[src/rtl/spb_pkg.sv]
// spb_pkg: shared constants of the serial port busy sequencer
// assumes both ends and the bench compile this package first
package spb_pkg;
   // ----------------------------------------------------------------------
   // frame and timing
   // ----------------------------------------------------------------------
   localparam int WORD_BITS = 24;
   localparam int CS_RELEASE_GAP_CYCLES = 3;
   localparam int MIN_CYCLES_PER_WORD = 29;
   localparam int BUSY_HOLD_CYCLES = 4;
   localparam int BUSY_HOLD_MIN = 3;
   localparam int BUSY_HOLD_MAX = 21;
   localparam int RESET_BUSY_CYCLES = 744;
   localparam int LEVEL_SETTLE_TIME_NS = 10000;
   localparam int MCLK_PERIOD_NS = 4;
   localparam int LEVEL_SETTLE_CYCLES = LEVEL_SETTLE_TIME_NS / MCLK_PERIOD_NS;
   localparam int SCLK_HALF_DIV = 6;
   // ----------------------------------------------------------------------
   // word layout: bit 23 software reset request, rest is payload
   // ----------------------------------------------------------------------
   localparam int SOFT_RESET_BIT = 23;
endpackage : spb_pkg

[src/rtl/spb_link_if.sv]
// spb_link_if: serial link between host and device
// assumes the bench resolves the open-drain busy and tristate data wires
`timescale 1ns/100ps
`default_nettype none
interface spb_link_if;
   logic cs_n;
   logic sclk;
   logic sdi;
   logic sdo_o;
   logic sdo_oe;
   logic sdo;
   logic busy_n_o;
   logic busy_n_oe;
   logic busy_n;
   modport dev (input cs_n, input sclk, input sdi, output sdo_o, output sdo_oe,
      output busy_n_o, output busy_n_oe);
   modport host (output cs_n, output sclk, output sdi, input sdo, input busy_n);
endinterface : spb_link_if
`default_nettype wire

[src/rtl/spb_device.sv]
// spb_device: device end, shifts words in, echoes the previous word, drives busy
// assumes MCLK runs much faster than the link clock, which it samples
`timescale 1ns/100ps
`default_nettype none
module spb_device #(
   parameter int RESET_BUSY = spb_pkg::RESET_BUSY_CYCLES,
   parameter int BUSY_HOLD = spb_pkg::BUSY_HOLD_CYCLES
) (
   input wire logic MCLK,
   input wire logic RSTN,
   spb_link_if.dev LINK,
   output logic [spb_pkg::WORD_BITS-1:0] RX_WORD,
   output logic RX_VALID,
   output logic BUSY_ACTIVE
);
   initial begin
      if (BUSY_HOLD < spb_pkg::BUSY_HOLD_MIN || BUSY_HOLD > spb_pkg::BUSY_HOLD_MAX)
         $error("busy hold out of range");
      if (RESET_BUSY < 1) $error("reset busy too short");
   end
   // ----------------------------------------------------------------------
   // pin synchronisers: three stages, change counts when stage 2 and 3 agree
   // ----------------------------------------------------------------------
   logic [2:0] sclk_s_reg, cs_s_reg, sdi_s_reg;
   logic sclk_q_reg, cs_q_reg;
   always_ff @(posedge MCLK or negedge RSTN) begin
      if (!RSTN) begin
         sclk_s_reg <= 3'h0;
         cs_s_reg <= 3'h7;
         sdi_s_reg <= 3'h0;
      end else begin
         sclk_s_reg <= {sclk_s_reg[1:0], LINK.sclk};
         cs_s_reg <= {cs_s_reg[1:0], LINK.cs_n};
         sdi_s_reg <= {sdi_s_reg[1:0], LINK.sdi};
      end
   end
   always_ff @(posedge MCLK or negedge RSTN) begin
      if (!RSTN) begin
         sclk_q_reg <= 1'b0;
         cs_q_reg <= 1'b1;
      end else begin
         if (sclk_s_reg[1] == sclk_s_reg[2]) sclk_q_reg <= sclk_s_reg[2];
         if (cs_s_reg[1] == cs_s_reg[2]) cs_q_reg <= cs_s_reg[2];
      end
   end
   logic sclk_next;
   logic rise;
   logic fall;
   assign sclk_next = (sclk_s_reg[1] == sclk_s_reg[2]) ? sclk_s_reg[2] : sclk_q_reg;
   assign rise = sclk_next && !sclk_q_reg;
   assign fall = !sclk_next && sclk_q_reg;
   // ----------------------------------------------------------------------
   // reset release recognised on the next rising link edge
   // ----------------------------------------------------------------------
   logic armed_reg;
   always_ff @(posedge MCLK or negedge RSTN) begin
      if (!RSTN) armed_reg <= 1'b0;
      else if (rise) armed_reg <= 1'b1;
   end
   // ----------------------------------------------------------------------
   // shift register and frame tracking
   // ----------------------------------------------------------------------
   logic [spb_pkg::WORD_BITS-1:0] shift_reg, last_reg;
   logic [5:0] bits_reg;
   logic was_sel_reg;
   logic frame_end;
   assign frame_end = rise && cs_q_reg && was_sel_reg;
   always_ff @(posedge MCLK or negedge RSTN) begin
      if (!RSTN) begin
         shift_reg <= 24'h000000;
         bits_reg <= 6'h00;
         was_sel_reg <= 1'b0;
      end else if (rise && armed_reg) begin
         was_sel_reg <= !cs_q_reg;
         if (!cs_q_reg) begin
            shift_reg <= {shift_reg[spb_pkg::WORD_BITS-2:0], sdi_s_reg[2]};
            if (bits_reg != 6'h3F) bits_reg <= bits_reg + 6'h01;
         end else begin
            bits_reg <= 6'h00;
         end
      end
   end
   // a frame is valid only with a whole word shifted in
   logic valid_end;
   assign valid_end = frame_end && armed_reg && bits_reg == 6'(spb_pkg::WORD_BITS);
   always_ff @(posedge MCLK or negedge RSTN) begin
      if (!RSTN) begin
         RX_WORD <= 24'h000000;
         RX_VALID <= 1'b0;
         last_reg <= 24'h000000;
      end else begin
         RX_VALID <= valid_end;
         if (valid_end) begin
            RX_WORD <= shift_reg;
            last_reg <= shift_reg;
         end
      end
   end
   // ----------------------------------------------------------------------
   // serial output: previous word, new bit launched after each rising edge
   // ----------------------------------------------------------------------
   logic [spb_pkg::WORD_BITS-1:0] out_reg;
   always_ff @(posedge MCLK or negedge RSTN) begin
      if (!RSTN) begin
         out_reg <= 24'h000000;
         LINK.sdo_o <= 1'b0;
         LINK.sdo_oe <= 1'b0;
      end else begin
         LINK.sdo_oe <= !cs_q_reg;
         if (cs_q_reg) begin
            out_reg <= last_reg;
            LINK.sdo_o <= last_reg[spb_pkg::WORD_BITS-1];
         end else if (rise) begin
            out_reg <= {out_reg[spb_pkg::WORD_BITS-2:0], 1'b0};
            LINK.sdo_o <= out_reg[spb_pkg::WORD_BITS-2];
         end
      end
   end
   // ----------------------------------------------------------------------
   // busy: count link rising edges; long count after any reset
   // ----------------------------------------------------------------------
   logic [9:0] busy_cnt_reg;
   logic busy_reg;
   logic soft_rst;
   assign soft_rst = shift_reg[spb_pkg::SOFT_RESET_BIT];
   always_ff @(posedge MCLK or negedge RSTN) begin
      if (!RSTN) begin
         busy_reg <= 1'b1;
         busy_cnt_reg <= 10'(RESET_BUSY);
      end else if (rise) begin
         if (!armed_reg) begin
            busy_reg <= 1'b1;
            busy_cnt_reg <= 10'(RESET_BUSY - 1);
         end else if (valid_end) begin
            busy_reg <= 1'b1;
            busy_cnt_reg <= soft_rst ? 10'(RESET_BUSY - 1) : 10'(BUSY_HOLD - 1);
         end else if (busy_cnt_reg != 10'h000) begin
            busy_cnt_reg <= busy_cnt_reg - 10'h001;
         end else begin
            busy_reg <= 1'b0;
         end
      end
   end
   // open drain: output level fixed low, enable carries assertion
   always_ff @(posedge MCLK or negedge RSTN) begin
      if (!RSTN) begin
         LINK.busy_n_o <= 1'b0;
         LINK.busy_n_oe <= 1'b0;
         BUSY_ACTIVE <= 1'b0;
      end else begin
         LINK.busy_n_o <= 1'b0;
         LINK.busy_n_oe <= busy_reg && armed_reg;
         BUSY_ACTIVE <= busy_reg && armed_reg;
      end
   end
   logic unused_fall;
   assign unused_fall = fall;
endmodule : spb_device
`default_nettype wire

[src/flat_wrapper.sv]
// flat-port wrapper written by rule: the top's interface ports become plain ports
module spb_device_flat 
#(
   parameter int RESET_BUSY = spb_pkg::RESET_BUSY_CYCLES,
   parameter int BUSY_HOLD = spb_pkg::BUSY_HOLD_CYCLES
)
  (MCLK, RSTN, RX_WORD, RX_VALID, BUSY_ACTIVE, LINK_cs_n, LINK_sclk, LINK_sdi, LINK_sdo_o, LINK_sdo_oe, LINK_busy_n_o, LINK_busy_n_oe);
  spb_link_if LINK_i ();
  input wire logic MCLK;
  input wire logic RSTN;
  output logic [spb_pkg::WORD_BITS-1:0] RX_WORD;
  output logic RX_VALID;
  output logic BUSY_ACTIVE;
  input wire logic [$bits(LINK_i.cs_n)-1:0] LINK_cs_n;
  input wire logic [$bits(LINK_i.sclk)-1:0] LINK_sclk;
  input wire logic [$bits(LINK_i.sdi)-1:0] LINK_sdi;
  output wire logic [$bits(LINK_i.sdo_o)-1:0] LINK_sdo_o;
  output wire logic [$bits(LINK_i.sdo_oe)-1:0] LINK_sdo_oe;
  output wire logic [$bits(LINK_i.busy_n_o)-1:0] LINK_busy_n_o;
  output wire logic [$bits(LINK_i.busy_n_oe)-1:0] LINK_busy_n_oe;
  assign LINK_i.cs_n = LINK_cs_n;
  assign LINK_i.sclk = LINK_sclk;
  assign LINK_i.sdi = LINK_sdi;
  assign LINK_sdo_o = LINK_i.sdo_o;
  assign LINK_sdo_oe = LINK_i.sdo_oe;
  assign LINK_busy_n_o = LINK_i.busy_n_o;
  assign LINK_busy_n_oe = LINK_i.busy_n_oe;
  spb_device #(.RESET_BUSY(RESET_BUSY), .BUSY_HOLD(BUSY_HOLD)) u_core (.MCLK(MCLK), .RSTN(RSTN), .LINK(LINK_i), .RX_WORD(RX_WORD), .RX_VALID(RX_VALID), .BUSY_ACTIVE(BUSY_ACTIVE));
endmodule
[config.mk]
export PLATFORM = sky130hd
export DESIGN_NAME = spb_device_flat
export DESIGN_NICKNAME = d
export VERILOG_FILES = /design/src/rtl/spb_pkg.sv /design/src/rtl/spb_link_if.sv /design/src/rtl/spb_device.sv /design/src/flat_wrapper.sv
export SDC_FILE = /design/constraint.sdc
export NUM_CORES = 1
export LEC_CHECK = 0
export BUFFER_PORTS_ARGS = -buffer_cell sky130_fd_sc_hd__buf_2
export CAP_MARGIN = 5
export CORE_MARGIN = 1
export CORE_UTILIZATION = 55
export DETAILED_ROUTE_END_ITERATION = 16
export GPL_TIMING_DRIVEN = 0
export PLACE_DENSITY = 0.81
export REMOVE_ABC_BUFFERS = 1
export SLEW_MARGIN = 40
export SYNTH_ARGS = -nofsm -noshare
export SYNTH_HDL_FRONTEND = slang
export SYNTH_SLANG_ARGS = --single-unit
[constraint.sdc]
create_clock -name MCLK -period 4.2 [get_ports MCLK]
set_clock_uncertainty 0.2 [all_clocks]
set_input_delay 0.42 -clock MCLK [delete_from_list [all_inputs] [get_ports MCLK]]
set_output_delay 0.42 -clock MCLK [all_outputs]
set_load 0.05 [all_outputs]
=== Word-level counts from Yosys, hierarchy flattened ===
Index checks and enable logic that the tools add are counted.

* Input port bits: 5
* Flip-flop bits (word level): 105
* Output and inout bits: 30

* Reduce and logical (&&, ||, !) cells: 16
* $add $sub $neg: 2
* Eq/ne operators: 6
* Bitwise gates (word level): 1
* Muxes and demuxes: 14

{| class="wikitable"
|+ Operators by type and width
! cell !! count
|-
| $mux W23 || 2
|-
| $mux W10 || 4
|-
| $mux W6 || 2
|-
| $reduce_bool A10 Y1 || 1
|-
| $sub A10 B1 Y10 const B || 1
|-
| $reduce_and A2 Y1 || 4
|-
| $logic_and A1 B1 Y1 || 7
|-
| $add A6 B1 Y6 const B || 1
|-
| $eq A6 B5 Y1 const B || 1
|-
| $mux W1 || 6
|-
| $ne A3 B3 Y1 const B || 2
|-
| $ne A6 B6 Y1 const B || 1
|-
| $reduce_bool A2 Y1 || 2
|-
| $eq A1 B1 Y1 || 2
|-
| $logic_not A1 Y1 || 2
|-
| $not A1 Y1 || 1
|}

=== Logic depth before layout (Yosys ltp) ===
Gate-level depths: netlist (run 1).

* Depth in word-level cells: 9
* Gate-level depth with buffers: 9
* Gate-level depth less buffers: 7

=== Worst setup path before layout (run 1) ===
No wires, ideal clock.

* Path kind: reg-to-reg
* From: register u_core.bits_reg[0]
* To: register u_core.RX_WORD[0] (netlist name)
* Buffers on the path: 2
* Data arrival time: 1.805 ns
* Stages on the path, launching flop included: 9
* Library setup time: 0.127 ns
* Period minus slack after synthesis: 2.133 ns
* Slack: 2.067 ns
* Data required time: 3.873 ns
* Cell sequence: dfrtp_1 > inv_1 > ha_1 > nand4bb_1 > or4_1 > buf_6 > inv_6 > buf_8 > mux2_1

* Cells in the longest elaborated chain, start to end: 2

{| class="wikitable"
|+ Ends and longest elaborated chain
! element !! line !! text
|-
| start, declared || spb_device.sv:64 || <nowiki>logic [5:0] bits_reg;</nowiki>
|-
| start signal, assigned || spb_device.sv:77 || <nowiki>if (bits_reg != 6'h3F) bits_reg <= bits_reg + 6'h01;</nowiki>
|-
| $eq A6 B5 Y1 || spb_device.sv:85 || <nowiki>assign valid_end = frame_end && armed_reg && bits_reg == 6'(spb_pkg::WORD_BITS);</nowiki>
|-
| $logic_and A1 B1 Y1 || spb_device.sv:85 ||
|-
| end signal, assigned || spb_device.sv:94 || <nowiki>RX_WORD <= shift_reg;</nowiki>
|-
| end, declared || spb_device.sv:12 || <nowiki>output logic [spb_pkg::WORD_BITS-1:0] RX_WORD,</nowiki>
|}

Every way passes these cells.
A chain may end at the register's enable or synchronous reset.

=== Final worst setup path (run 1) ===
* From: register u_core.sclk_q_reg
* To: register u_core.RX_WORD[16] (netlist name)

* Cells in the longest elaborated chain, start to end: 6
* Elaborated cells between the ends (all ways): 7

{| class="wikitable"
|+ Ends and longest elaborated chain
! element !! line !! text
|-
| start, declared || spb_device.sv:25 || <nowiki>logic sclk_q_reg, cs_q_reg;</nowiki>
|-
| start signal, assigned || spb_device.sv:42 || <nowiki>if (sclk_s_reg[1] == sclk_s_reg[2]) sclk_q_reg <= sclk_s_reg[2];</nowiki>
|-
| $mux W1 / $logic_not A1 Y1 (equally long branches) || spb_device.sv:49, spb_device.sv:50 ||
|-
| $logic_and A1 B1 Y1 (*) || spb_device.sv:50 || <nowiki>assign rise = sclk_next && !sclk_q_reg;</nowiki>
|-
| $logic_and A1 B1 Y1 (*) (2 in series) || spb_device.sv:67 || <nowiki>assign frame_end = rise && cs_q_reg && was_sel_reg;</nowiki>
|-
| $logic_and A1 B1 Y1 (*) (2 in series) || spb_device.sv:85 ||
|}

Every way passes the cells marked *; elsewhere a longest branch is shown, timed or not.

==> results of run 1 <==
cells by family after synthesis:
group / Yosys count
flops: 105
fa+ha+maj: 4
simple gates: 75
xor+xnor: 4
mux: 75
other cells: 1
buf+inv: 29
compound gates: 59
layout by cell type (no fill, tap or decap), drive strengths merged, types with 2 or more instances in the layout:
| cell | instances |
|---|---|
| a31oi | 4 |
| xnor2 | 3 |
| dfrtp | 95 |
| nor2 | 9 |
| a211oi | 2 |
| o21ai | 31 |
| o22a | 2 |
| buf | 35 |
| a32oi | 2 |
| inv | 14 |
| nor3 | 7 |
| a22oi | 3 |
| nand3 | 5 |
| clkbuf | 9 |
| clkinv | 5 |
| mux2 | 47 |
| nand3b | 2 |
| and3b | 2 |
| and2 | 3 |
| a21oi | 6 |
| mux2i | 28 |
| dlygate4sd3 | 4 |
| dfstp | 10 |
| nand2 | 36 |
| ha | 3 |
| nor4 | 2 |
per-layer routing:
metal | global-route usage (%) | routed length, um
met4 | 9.505 | 225
met3 | 4.478 | 204
met2 | 31.33 | 3602
met1 | 24.84 | 3299
met5 | 0 | 0
per-stage QoR:
stage / area [um^2] / worst slack, ps / utilization [%]
floorplan: 4330 / 1512 / -
global route: 4903 / 1101 / 63.13
CTS: 4900 / 1001 / 63.08
detailed placement: 4683 / 1021 / 60.29
global placement: 4623 / 860.0 / 59.52
finish: 4903 / 1261 / 63.13
critical path, stage by stage (launching register included):
cell	delay [ps]
dfrtp_1	420
nand3b_4	520
or4_1	950
inv_6	330
mux2_2	380
cells in the mapped netlist, types with 2 or more instances:
cell      count  area [um^2]
dfrtp_1      95         2377
nand2_1      36        135.1
mux2_2       30        337.8
o21ai_0      29        145.1
mux2i_1      28        280.3
mux2_1       17        191.4
inv_1        11        41.29
dfstp_2      10        262.8
nor2_1        9        33.78
clkbuf_1      8        30.03
nor3_1        7        35.03
a21oi_1       6        30.03
nand3_1       5        25.02
a31oi_1       4        25.02
buf_2         4        20.02
a22oi_1       3        22.52
and2_1        3        18.77
ha_1          3        37.54
xnor2_1       3        26.28
a211oi_1      2        15.01
a32oi_1       2        17.52
and3b_1       2        17.52
buf_4         2        15.01
buf_8         2        30.03
nor4_1        2        12.51
o21ai_1       2        10.01
o22a_1        2        17.52
where the power goes:
| part | leakage [nW] | internal (mW) | switching, mW | total [mW] |
|---|---|---|---|---|
| registers | 1.38 | 1.11 | 0.0996 | 1.21 |
| logic | 1.06 | 0.117 | 0.144 | 0.261 |
| clock network | 0.0953 | 0.221 | 0.339 | 0.560 |
final timing paths:
path                                    start                     end  depth (start not counted)
max in group asynchronous                RSTN  u_core.busy_cnt_reg[9]                          3
hold reg to reg            u_core.cs_s_reg[0]      u_core.cs_s_reg[1]                          0
hold / removal             u_core.cs_s_reg[0]      u_core.cs_s_reg[1]                          0
setup / recovery            u_core.sclk_q_reg      u_core.RX_WORD[16]                          4
min in group asynchronous                RSTN  u_core.busy_cnt_reg[2]                          2
setup reg to reg            u_core.sclk_q_reg      u_core.RX_WORD[16]                          4
layout make-up:
class / instances / area share [%]
clock buffer: 9 / 2.526
clock inverter: 7 / 1.072
inverter: 12 / 1.021
multi-input combinational: 218 / 33.61
sequential: 105 / 53.92
tap: 102 / 2.603
timing repair buffer: 39 / 5.256
==> reports/metrics.csv, run 1 <==
stage;metric;value;unit
timing;Worst Tran Pin Value;756.6;ps
finish;share of cells above drive strength 1;24.87;%
timing;crit path time final;2939;ps
detailed_routing;DRT antenna net count;0;
timing;fin crit share;69.97;%
detailed_routing;final wirelength;7.332;mm
worst_setup_path;Critical Path Source Type;flop;
cts;clock tree buffer depth;2;
cts;setup bufs post-CTS;0;
timing;setup violators final;0;
finish;n_diodes;0;
global_routing;grt ovf;0;
cts;worst-skew pair later-pin latency;370;ps
power_and_ir_drop;VDD IR max;314.2;uV
finish;multi-input logic area;1648;um^2
logic_synthesis;ys async rst share;100.0;%
floorplanning;die area;8430;um^2
worst_setup_path;Worst Setup Path Type;flop to flop;
placed_design;dpl hpwl;4.856;mm
timing;Max Clk Rate;340.3;MHz
worst_setup_path;CP Data Arrival Time;2990;ps
logic_synthesis;Synth Area in XOR/XNOR;0.7896;%
power_and_ir_drop;cell leakage power;2.538;nW
floorplanning;Die Height;91.82;um
placed_design;gp weighted congestion;0.8204;
logic_synthesis;mapped cell area;4437;um^2
cts;# clock sinks;105;
cts;CTS tree;yes;
finish;Final Non-Filler Cells;492;
finish;synth-to-layout area growth;10.52;%
logic_synthesis;post-synthesis adder-cell area fraction;1.072;%
logic_synthesis;Syn. warnings;0;
logic_synthesis;sequential area share after synthesis;59.50;%
floorplanning;# rows;32;
logic_synthesis;Post-synth EDFFs;0;
detailed_routing;Vias;2743;
logic_synthesis;post-synthesis mux area share;18.25;%
finish;fin nets;393;
cts;Post-CTS Resized;0;
timing;RSZ-0062 raised after global routing;no;
power_and_ir_drop;Power Density;414.7;nW/um^2
cts;hold_buf cts;4;
worst_setup_path;CP required;4250;ps
timing;Setup TNS;0;ps
placed_design;placed cell count;472;
cts;CTS H-tree depth;3;
cts;TritonCTS Buffers;9;
timing;Worst Hold Slack;144.5;ps
global_routing;largest net degree at the start of global routing;79;
floorplanning;Core Footprint;7767;um^2
cts;clock-pin slew on the worst setup and hold paths;100;ps
placed_design;Port Buffers;33;
logic_synthesis;distinct cell type count after synthesis;52;
worst_setup_path;r2r setup slk;1260;ps
detailed_routing;Initial DRT Pass Iterations;4;
timing;Fin. Hold Viols;0;
floorplanning;Die X;91.82;um
global_routing;vias in the first global route;2752;
timing;Final Max Slew Viols;0;
global_routing;initial antenna violation count;0;
detailed_routing;DR vias/cell;5.575;
detailed_routing;WL per Instance;14.90;um
cts;root buffer cell;clkbuf_8;
logic_synthesis;#FFs+latches synth;105;
logic_synthesis;Mapped Cells;352;
flow_run;Max Cap Viol;0;
finish;FF+latch area;2644;um^2
logic_synthesis;Syn Area/Cell;12.60;um^2
logic_synthesis;simple-gate area share of the yosys netlist;8.488;%
floorplanning;starting density of the core;57.12;%
timing;max_slew headroom;49.17;%
detailed_routing;DR iter-0 viols;161;
global_routing;global-route wire length before repair;12.67;mm
logic_synthesis;Synth Flop Type;dfrtp_1;
finish;fill cell count;631;
logic_synthesis;Synth Area in Compound Gates;8.291;%
floorplanning;# IOs;35;
global_routing;gr usage total;19.41;%
worst_setup_path;CP endpoint kind;flop;
hold_path;Hold Path Class;flop to flop;
detailed_routing;# DRC;0;
worst_setup_path;critical path peak fanout;34;
logic_synthesis;largest family of logic cells by synthesized area;multiplexers;
status;status;finished clean;
power_and_ir_drop;Pwr Total;2.033;mW
No activity file was read; power rests on OpenSTA's default activity.
==> run 2: changes to the inputs <==
--- a/config.mk
+++ b/config.mk
@@ -5,13 +5,14 @@
 export SDC_FILE = /design/constraint.sdc
 export NUM_CORES = 1
 export LEC_CHECK = 0
+export ABC_AREA = 1
 export BUFFER_PORTS_ARGS = -buffer_cell sky130_fd_sc_hd__buf_2
 export CAP_MARGIN = 5
 export CORE_MARGIN = 1
-export CORE_UTILIZATION = 55
+export CORE_UTILIZATION = 54
 export DETAILED_ROUTE_END_ITERATION = 16
 export GPL_TIMING_DRIVEN = 0
-export PLACE_DENSITY = 0.81
+export PLACE_DENSITY = 0.83
 export REMOVE_ABC_BUFFERS = 1
 export SLEW_MARGIN = 40
 export SYNTH_ARGS = -nofsm -noshare
==> constraint.sdc (replaced) <==
create_clock -name MCLK -period 2.5 [get_ports MCLK]
set_clock_uncertainty 0.2 [all_clocks]
set_input_delay 0.25 -clock MCLK [delete_from_list [all_inputs] [get_ports MCLK]]
set_output_delay 0.25 -clock MCLK [all_outputs]
set_load 0.05 [all_outputs]
==> reports/metrics.csv, run 2 <==
stage;metric;value;unit
floorplanning;# rows;32;
worst_setup_path;CP required;2550;ps
timing;Setup TNS;0;ps
detailed_routing;DRT antenna net count;0;
worst_setup_path;cell chain of the critical path;inv_2 > nand2_8 > inv_1 > a22oi_1 > o31ai_1;
detailed_routing;Vias;3375;
logic_synthesis;top cell type's share of synthesized area;52.91;%
floorplanning;# IOs;35;
finish;share of cells above drive strength 1;14.21;%
logic_synthesis;mapped cell area;4493;um^2
global_routing;vias in the first global route;3215;
timing;RSZ-0062 raised after global routing;no;
detailed_routing;WL per Instance;13.39;um
floorplanning;Core Footprint;7888;um^2
cts;TritonCTS Buffers;9;
logic_synthesis;cell taking the most area after synthesis;dfrtp_1;
timing;max_slew headroom;47.77;%
floorplanning;Die X;93.22;um
cts;# clock sinks;105;
placed_design;dpl hpwl;5.376;mm
worst_setup_path;CP peak stage delay;770;ps
global_routing;global-route wire length before repair;14.88;mm
floorplanning;Die Height;93.22;um
hold_path;Hold Path Class;primary input to asynchronous set/reset pin;
logic_synthesis;sequential area share after synthesis;58.76;%
logic_synthesis;top cells by area, synth;dfrtp_1 (53%), nand2_1 (11%), o21ai_0 (5.9%), dfstp_2 (5.8%), inv_1 (5.6%);
global_routing;largest net degree at the start of global routing;78;
timing;Worst Tran Pin Value;782.3;ps
timing;crit path time final;2224;ps
finish;fill cell count;630;
finish;fin nets;538;
detailed_routing;Initial DRT Pass Iterations;4;
placed_design;gp weighted congestion;0.8941;
flow_run;Max Cap Viol;0;
timing;setup violators final;0;
worst_setup_path;critical path peak fanout;43;
power_and_ir_drop;cell leakage power;2.460;nW
timing;Max Clk Rate;449.7;MHz
logic_synthesis;most common cell in the synthesized netlist;nand2_1;
floorplanning;die area;8689;um^2
detailed_routing;# DRC;0;
placed_design;Port Buffers;33;
status;status;finished clean;
logic_synthesis;distinct cell type count after synthesis;32;
logic_synthesis;Syn Area/Cell;8.986;um^2
logic_synthesis;Mapped Cells;500;
logic_synthesis;Syn. warnings;0;
placed_design;Post-Place Setup Slack;-103.0;ps
timing;final worst setup slack;276.3;ps
logic_synthesis;most common library cells after synthesis;nand2_1 (130), dfrtp_1 (95), inv_1 (67);
global_routing;initial antenna violation count;0;
finish;commonest non-fill, non-tap cells in the layout;nand2_1 (129), dfrtp_1 (95), inv_1 (67);
detailed_routing;DR iter-0 viols;192;
cts;CTS tree;yes;
logic_synthesis;Post-synth EDFFs;0;
finish;most common cell after layout, fill and taps aside;nand2_1;
global_routing;grt ovf;0;
global_routing;gr usage total;22.06;%
floorplanning;starting density of the core;56.96;%
power_and_ir_drop;VDD IR max;470.2;uV
timing;Final Max Slew Viols;0;
logic_synthesis;Synth Flop Type;dfrtp_1;
timing;Worst Hold Slack;114.8;ps
logic_synthesis;#FFs+latches synth;105;
finish;Final Non-Filler Cells;637;
finish;final core utilization;63.96;%
cts;clock tree buffer depth;2;
finish;synth-to-layout area growth;12.28;%
timing;Fin. Hold Viols;0;
detailed_routing;DR vias/cell;5.298;
worst_setup_path;slowest library cell on the worst path;dfstp_2;
finish;n_diodes;0;
timing;fin crit share;88.95;%
worst_setup_path;CP Data Arrival Time;2270;ps
cts;clock-pin slew on the worst setup and hold paths;100;ps
cts;worst-skew pair later-pin latency;370;ps
worst_setup_path;Critical Path Source Type;flop;
placed_design;placed cell count;617;
cts;root buffer cell;clkbuf_8;
detailed_routing;final wirelength;8.530;mm
worst_setup_path;CP endpoint kind;flop;
power_and_ir_drop;Power Density;816.4;nW/um^2
logic_synthesis;ys async rst share;100.0;%
worst_setup_path;Worst Setup Path Type;flop to flop;
cts;CTS H-tree depth;3;
-- run 2: final timing paths --
kind / start / end / slack [ps] / cells after the start
max: u_core.cs_q_reg / u_core.out_reg[1] / 280 / 5
min: RSTN / u_core.RX_WORD[10] / 110 / 2
max reg2reg: u_core.cs_q_reg / u_core.out_reg[1] / 280 / 5
min reg2reg: u_core.sdi_s_reg[1] / u_core.sdi_s_reg[2] / 160 / 0
max in group asynchronous: RSTN / u_core.busy_cnt_reg[9] / 1320 / 3
min in group MCLK: u_core.sdi_s_reg[1] / u_core.sdi_s_reg[2] / 160 / 0
-- run 2: worst max-delay path, delay by kind of cell (launching register included) --
family / cells / cell delay [ps]
buf+inv: 2 / 530
flops: 1 / 770
simple gates: 1 / 350
compound gates: 2 / 240
-- run 2: kinds of logic after synthesis --
kind of cell | share of synthesized area (%)
and+or+nand+nor | 18.43
AOI/OAI and AO/OA | 13.12
DFF | 58.76
buffers and inverters | 8.159
adders and majority gates | 1.058
xor gates and xnor gates | 0.3899
other | 0.08346
-- run 2: routing by layer --
| metal | track usage (%) | wire [um] | vias to the layer above | share of wire, % |
|---|---|---|---|---|
| li1 | - | - | 1654 | - |
| met1 | 29.19 | 3893 | 1655 | 46 |
| met2 | 35.36 | 4172 | 54 | 49 |
| met3 | 4.878 | 308 | 12 | 3.6 |
| met4 | 9.231 | 155 | 0 | 1.8 |
| met5 | 0 | 0 | - | 0 |
-- run 2: stage by stage --
step | cell area, um^2 | power (mW)
5_1_grt | 5045 | 4.359
3_3_place_gp | 4682 | 2.838
4_1_cts | 5027 | 4.136
3_5_place_dp | 4747 | 2.900
2_1_floorplan | 4389 | 2.676
6_report | 5045 | 4.118
-- run 2: repair_timing --
item | in CTS | in global routing
pin swaps | 0 | 0
setup endpoints to repair | 2 | 6
hold buffers | 4 | 0
buffers inserted | 0 | 0
endpoints found under the hold margin | 102 | 0
resized for setup | 1 | 2
-- run 2: power by group --
group / leakage [nW] / switching, mW / internal [mW]
combinational: 0.979 / 0.530 / 0.258
clock: 0.118 / 0.562 / 0.668
sequential: 1.36 / 0.155 / 1.94
total: 2.46 / 1.25 / 2.87
-- run 2: area by class of cell --
class	count	area (um^2)	area share (%)
clock buffer	11	131.4	2.604
clock inverter	5	103.9	2.059
inverter	70	262.8	5.208
multi-input combinational	304	1518	30.08
sequential	105	2640	52.33
tap	102	127.6	2.530
timing repair buffer	40	261.5	5.184
==> run 3: changes to the inputs <==
--- a/config.mk
+++ b/config.mk
@@ -5,14 +5,13 @@
 export SDC_FILE = /design/constraint.sdc
 export NUM_CORES = 1
 export LEC_CHECK = 0
-export ABC_AREA = 1
 export BUFFER_PORTS_ARGS = -buffer_cell sky130_fd_sc_hd__buf_2
 export CAP_MARGIN = 5
 export CORE_MARGIN = 1
-export CORE_UTILIZATION = 54
+export CORE_UTILIZATION = 53
 export DETAILED_ROUTE_END_ITERATION = 16
 export GPL_TIMING_DRIVEN = 0
-export PLACE_DENSITY = 0.83
+export PLACE_DENSITY = 0.82
 export REMOVE_ABC_BUFFERS = 1
 export SLEW_MARGIN = 40
 export SYNTH_ARGS = -nofsm -noshare
==> reports/metrics.csv, run 3 (synthesis results as in run 1) <==
stage;metric;value;unit
worst_setup_path;CP Data Arrival Time;2490;ps
flow_run;Max Cap Viol;0;
worst_setup_path;stages on the worst setup path;4;
power_and_ir_drop;Seq pwr share;56.9;%
power_and_ir_drop;clock network power share;29.4;%
placed_design;Port Buffers;33;
power_and_ir_drop;Gate power share;13.7;%
detailed_routing;DR iter-0 viols;178;
timing;Fin. Hold Viols;0;
timing;Max Clk Rate;409.3;MHz
floorplanning;die area;8741;um^2
global_routing;initial antenna violation count;0;
worst_setup_path;slowest library cell on the worst path;dfstp_4;
timing;max_slew headroom;59.08;%
detailed_routing;DR vias/cell;5.655;
finish;final std cell area, no fill;5027;um^2
detailed_routing;final wirelength;8.177;mm
worst_setup_path;critical path peak fanout;28;
cts;CTS tree;yes;
worst_setup_path;Crit path max-delay family;flip-flops;
power_and_ir_drop;Sw Ratio;27.89;%
worst_setup_path;Critical R2R Launch;u_core.cs_q_reg;
power_and_ir_drop;VDD IR max;347.5;uV
power_and_ir_drop;Power Density;710.9;nW/um^2
timing;Final Max Slew Viols;0;
finish;share of cells above drive strength 1;26.95;%
worst_setup_path;CP peak stage delay;790;ps
finish;synth-to-layout area growth;13.31;%
worst_setup_path;cell chain of the critical path;nand2_1 > or4_4 > clkinv_8 > mux2_1;
finish;most common cell after layout, fill and taps aside;dfrtp_1;
floorplanning;Die Height;93.50;um
timing;Worst Tran Pin Value;609.6;ps
detailed_routing;Vias;2839;
timing;Worst Hold Slack;126.4;ps
detailed_routing;DRT antenna net count;0;
detailed_routing;Initial DRT Pass Iterations;4;
placed_design;Placement Cell Area;4687;um^2
power_and_ir_drop;cell leakage power;2.593;nW
worst_setup_path;RR Endpoint;u_core.RX_WORD[15];
timing;RSZ-0062 raised after global routing;no;
detailed_routing;WL per Instance;16.29;um
finish;n_diodes;0;
worst_setup_path;CP endpoint kind;flop;
power_and_ir_drop;Pwr Total;3.574;mW
hold_path;Hold Path Class;primary input to asynchronous set/reset pin;
worst_setup_path;Critical Path Source Type;flop;
status;status;finished clean;
floorplanning;# rows;33;
worst_setup_path;r2r setup slk;60;ps
floorplanning;Core Footprint;8175;um^2
finish;fill cell count;636;
floorplanning;Die X;93.50;um
cts;clock tree buffer depth;2;
timing;setup violators final;0;
finish;final core utilization;61.49;%
floorplanning;starting density of the core;54.27;%
cts;root buffer cell;clkbuf_8;
worst_setup_path;Buf/Inv on CP;1;
timing;crit path time final;2443;ps
power_and_ir_drop;P_int;2.577;mW
cts;worst-skew pair later-pin latency;350;ps
finish;commonest non-fill, non-tap cells in the layout;dfrtp_1 (94), nand2_1 (36), buf_2 (32);
worst_setup_path;R2R cell count;4;
global_routing;global-route wire length before repair;13.66;mm
global_routing;vias in the first global route;2826;
cts;# clock sinks;105;
global_routing;largest net degree at the start of global routing;77;
cts;clock-pin slew on the worst setup and hold paths;100;ps
worst_setup_path;CP required;2540;ps
global_routing;grt ovf;0;
placed_design;gp weighted congestion;0.8109;
timing;fin crit share;97.73;%
power_and_ir_drop;sw power;0.9969;mW
finish;fin nets;400;
floorplanning;# IOs;35;
global_routing;gr usage total;20.38;%
cts;TritonCTS Buffers;9;
placed_design;dpl hpwl;4.730;mm
worst_setup_path;Worst Setup Path Type;flop to flop;
detailed_routing;# DRC;0;
timing;Setup TNS;0;ps
cts;CTS H-tree depth;3;
## run 3: cell count changes in the layout (fill, tap and decap cells not counted), sizes merged, moves of 3 or more
cell,before,now
nand3b,0,3
o21ai,76,31
buf,36,41
and2,0,3
mux2i,0,28
o211ai,18,0
mux2,0,47
inv,71,12
nand2,136,36
nor2,28,9
a21oi,2,6
nor3,3,7
nand3,23,5
clkinv,1,4
## run 3: per-stage QoR
step | cells | worst slack (ps)
after floorplan | 335 | -188.5
after global routing | 502 | 17.97
after global placement | 473 | -865.7
final | 502 | 56.67
after detailed placement | 475 | -648.9
after CTS | 498 | 17.84
## run 3: worst register-to-register path: stages, from the launching register on
cell and delay, ps:
dfstp_4 790, nand2_1 120, or4_4 670, clkinv_8 190, mux2_1 370
## run 3: cell type report
type,count,area (um^2),share of cell area [%]
Clock buffer,10,137.6,2.738
Clock inverter,6,65.06,1.294
Timing Repair Buffer,45,322.8,6.421
Multi-Input combinational cell,219,1668,33.18
Inverter,12,57.56,1.145
Tap cell,105,131.4,2.613
Sequential cell,105,2645,52.61
## run 3: worst max path at each step
stage / from / to / slack, ps
after global placement: u_core.sclk_q_reg / u_core.shift_reg[12] / -870
after global routing: u_core.cs_q_reg / u_core.busy_cnt_reg[2] / 20
after detailed placement: u_core.cs_q_reg / u_core.RX_WORD[19] / -650
after floorplan: u_core.cs_q_reg / u_core.RX_WORD[16] / -190
after CTS: u_core.sclk_s_reg[1] / u_core.RX_WORD[12] / 20
final: u_core.cs_q_reg / u_core.RX_WORD[15] / 60
## run 3: metal layers
metal | wire, um | up-vias | GRT usage, % | part of all wire [%]
met2 | 4054 | 74 | 34.01 | 50
met1 | 3648 | 1425 | 25.93 | 45
met4 | 132 | 0 | 8.718 | 1.6
met5 | 0 | - | 0 | 0
met3 | 341 | 15 | 4.065 | 4.2
li1 | - | 1325 | - | -
## run 3: timing repair
action                                  in CTS  in global routing
hold buffers                                 4                  0
hold endpoints to repair                   102                  0
gates cloned                                 1                  0
endpoints found under the setup margin      33                 41
buffers inserted                             2                  4
pin swaps                                    0                  3
resized for setup                            3                  2
## run 3: power groups by stage
stage / clock [mW] / sequential, mW / combinational (mW)
6_report: 1.05 / 2.03 / 0.488
3_3_place_gp: 0 / 2.06 / 0.407
3_5_place_dp: 0 / 2.07 / 0.436
2_1_floorplan: 0 / 2.05 / 0.294
4_1_cts: 1.08 / 2.03 / 0.480
5_1_grt: 1.14 / 2.06 / 0.544
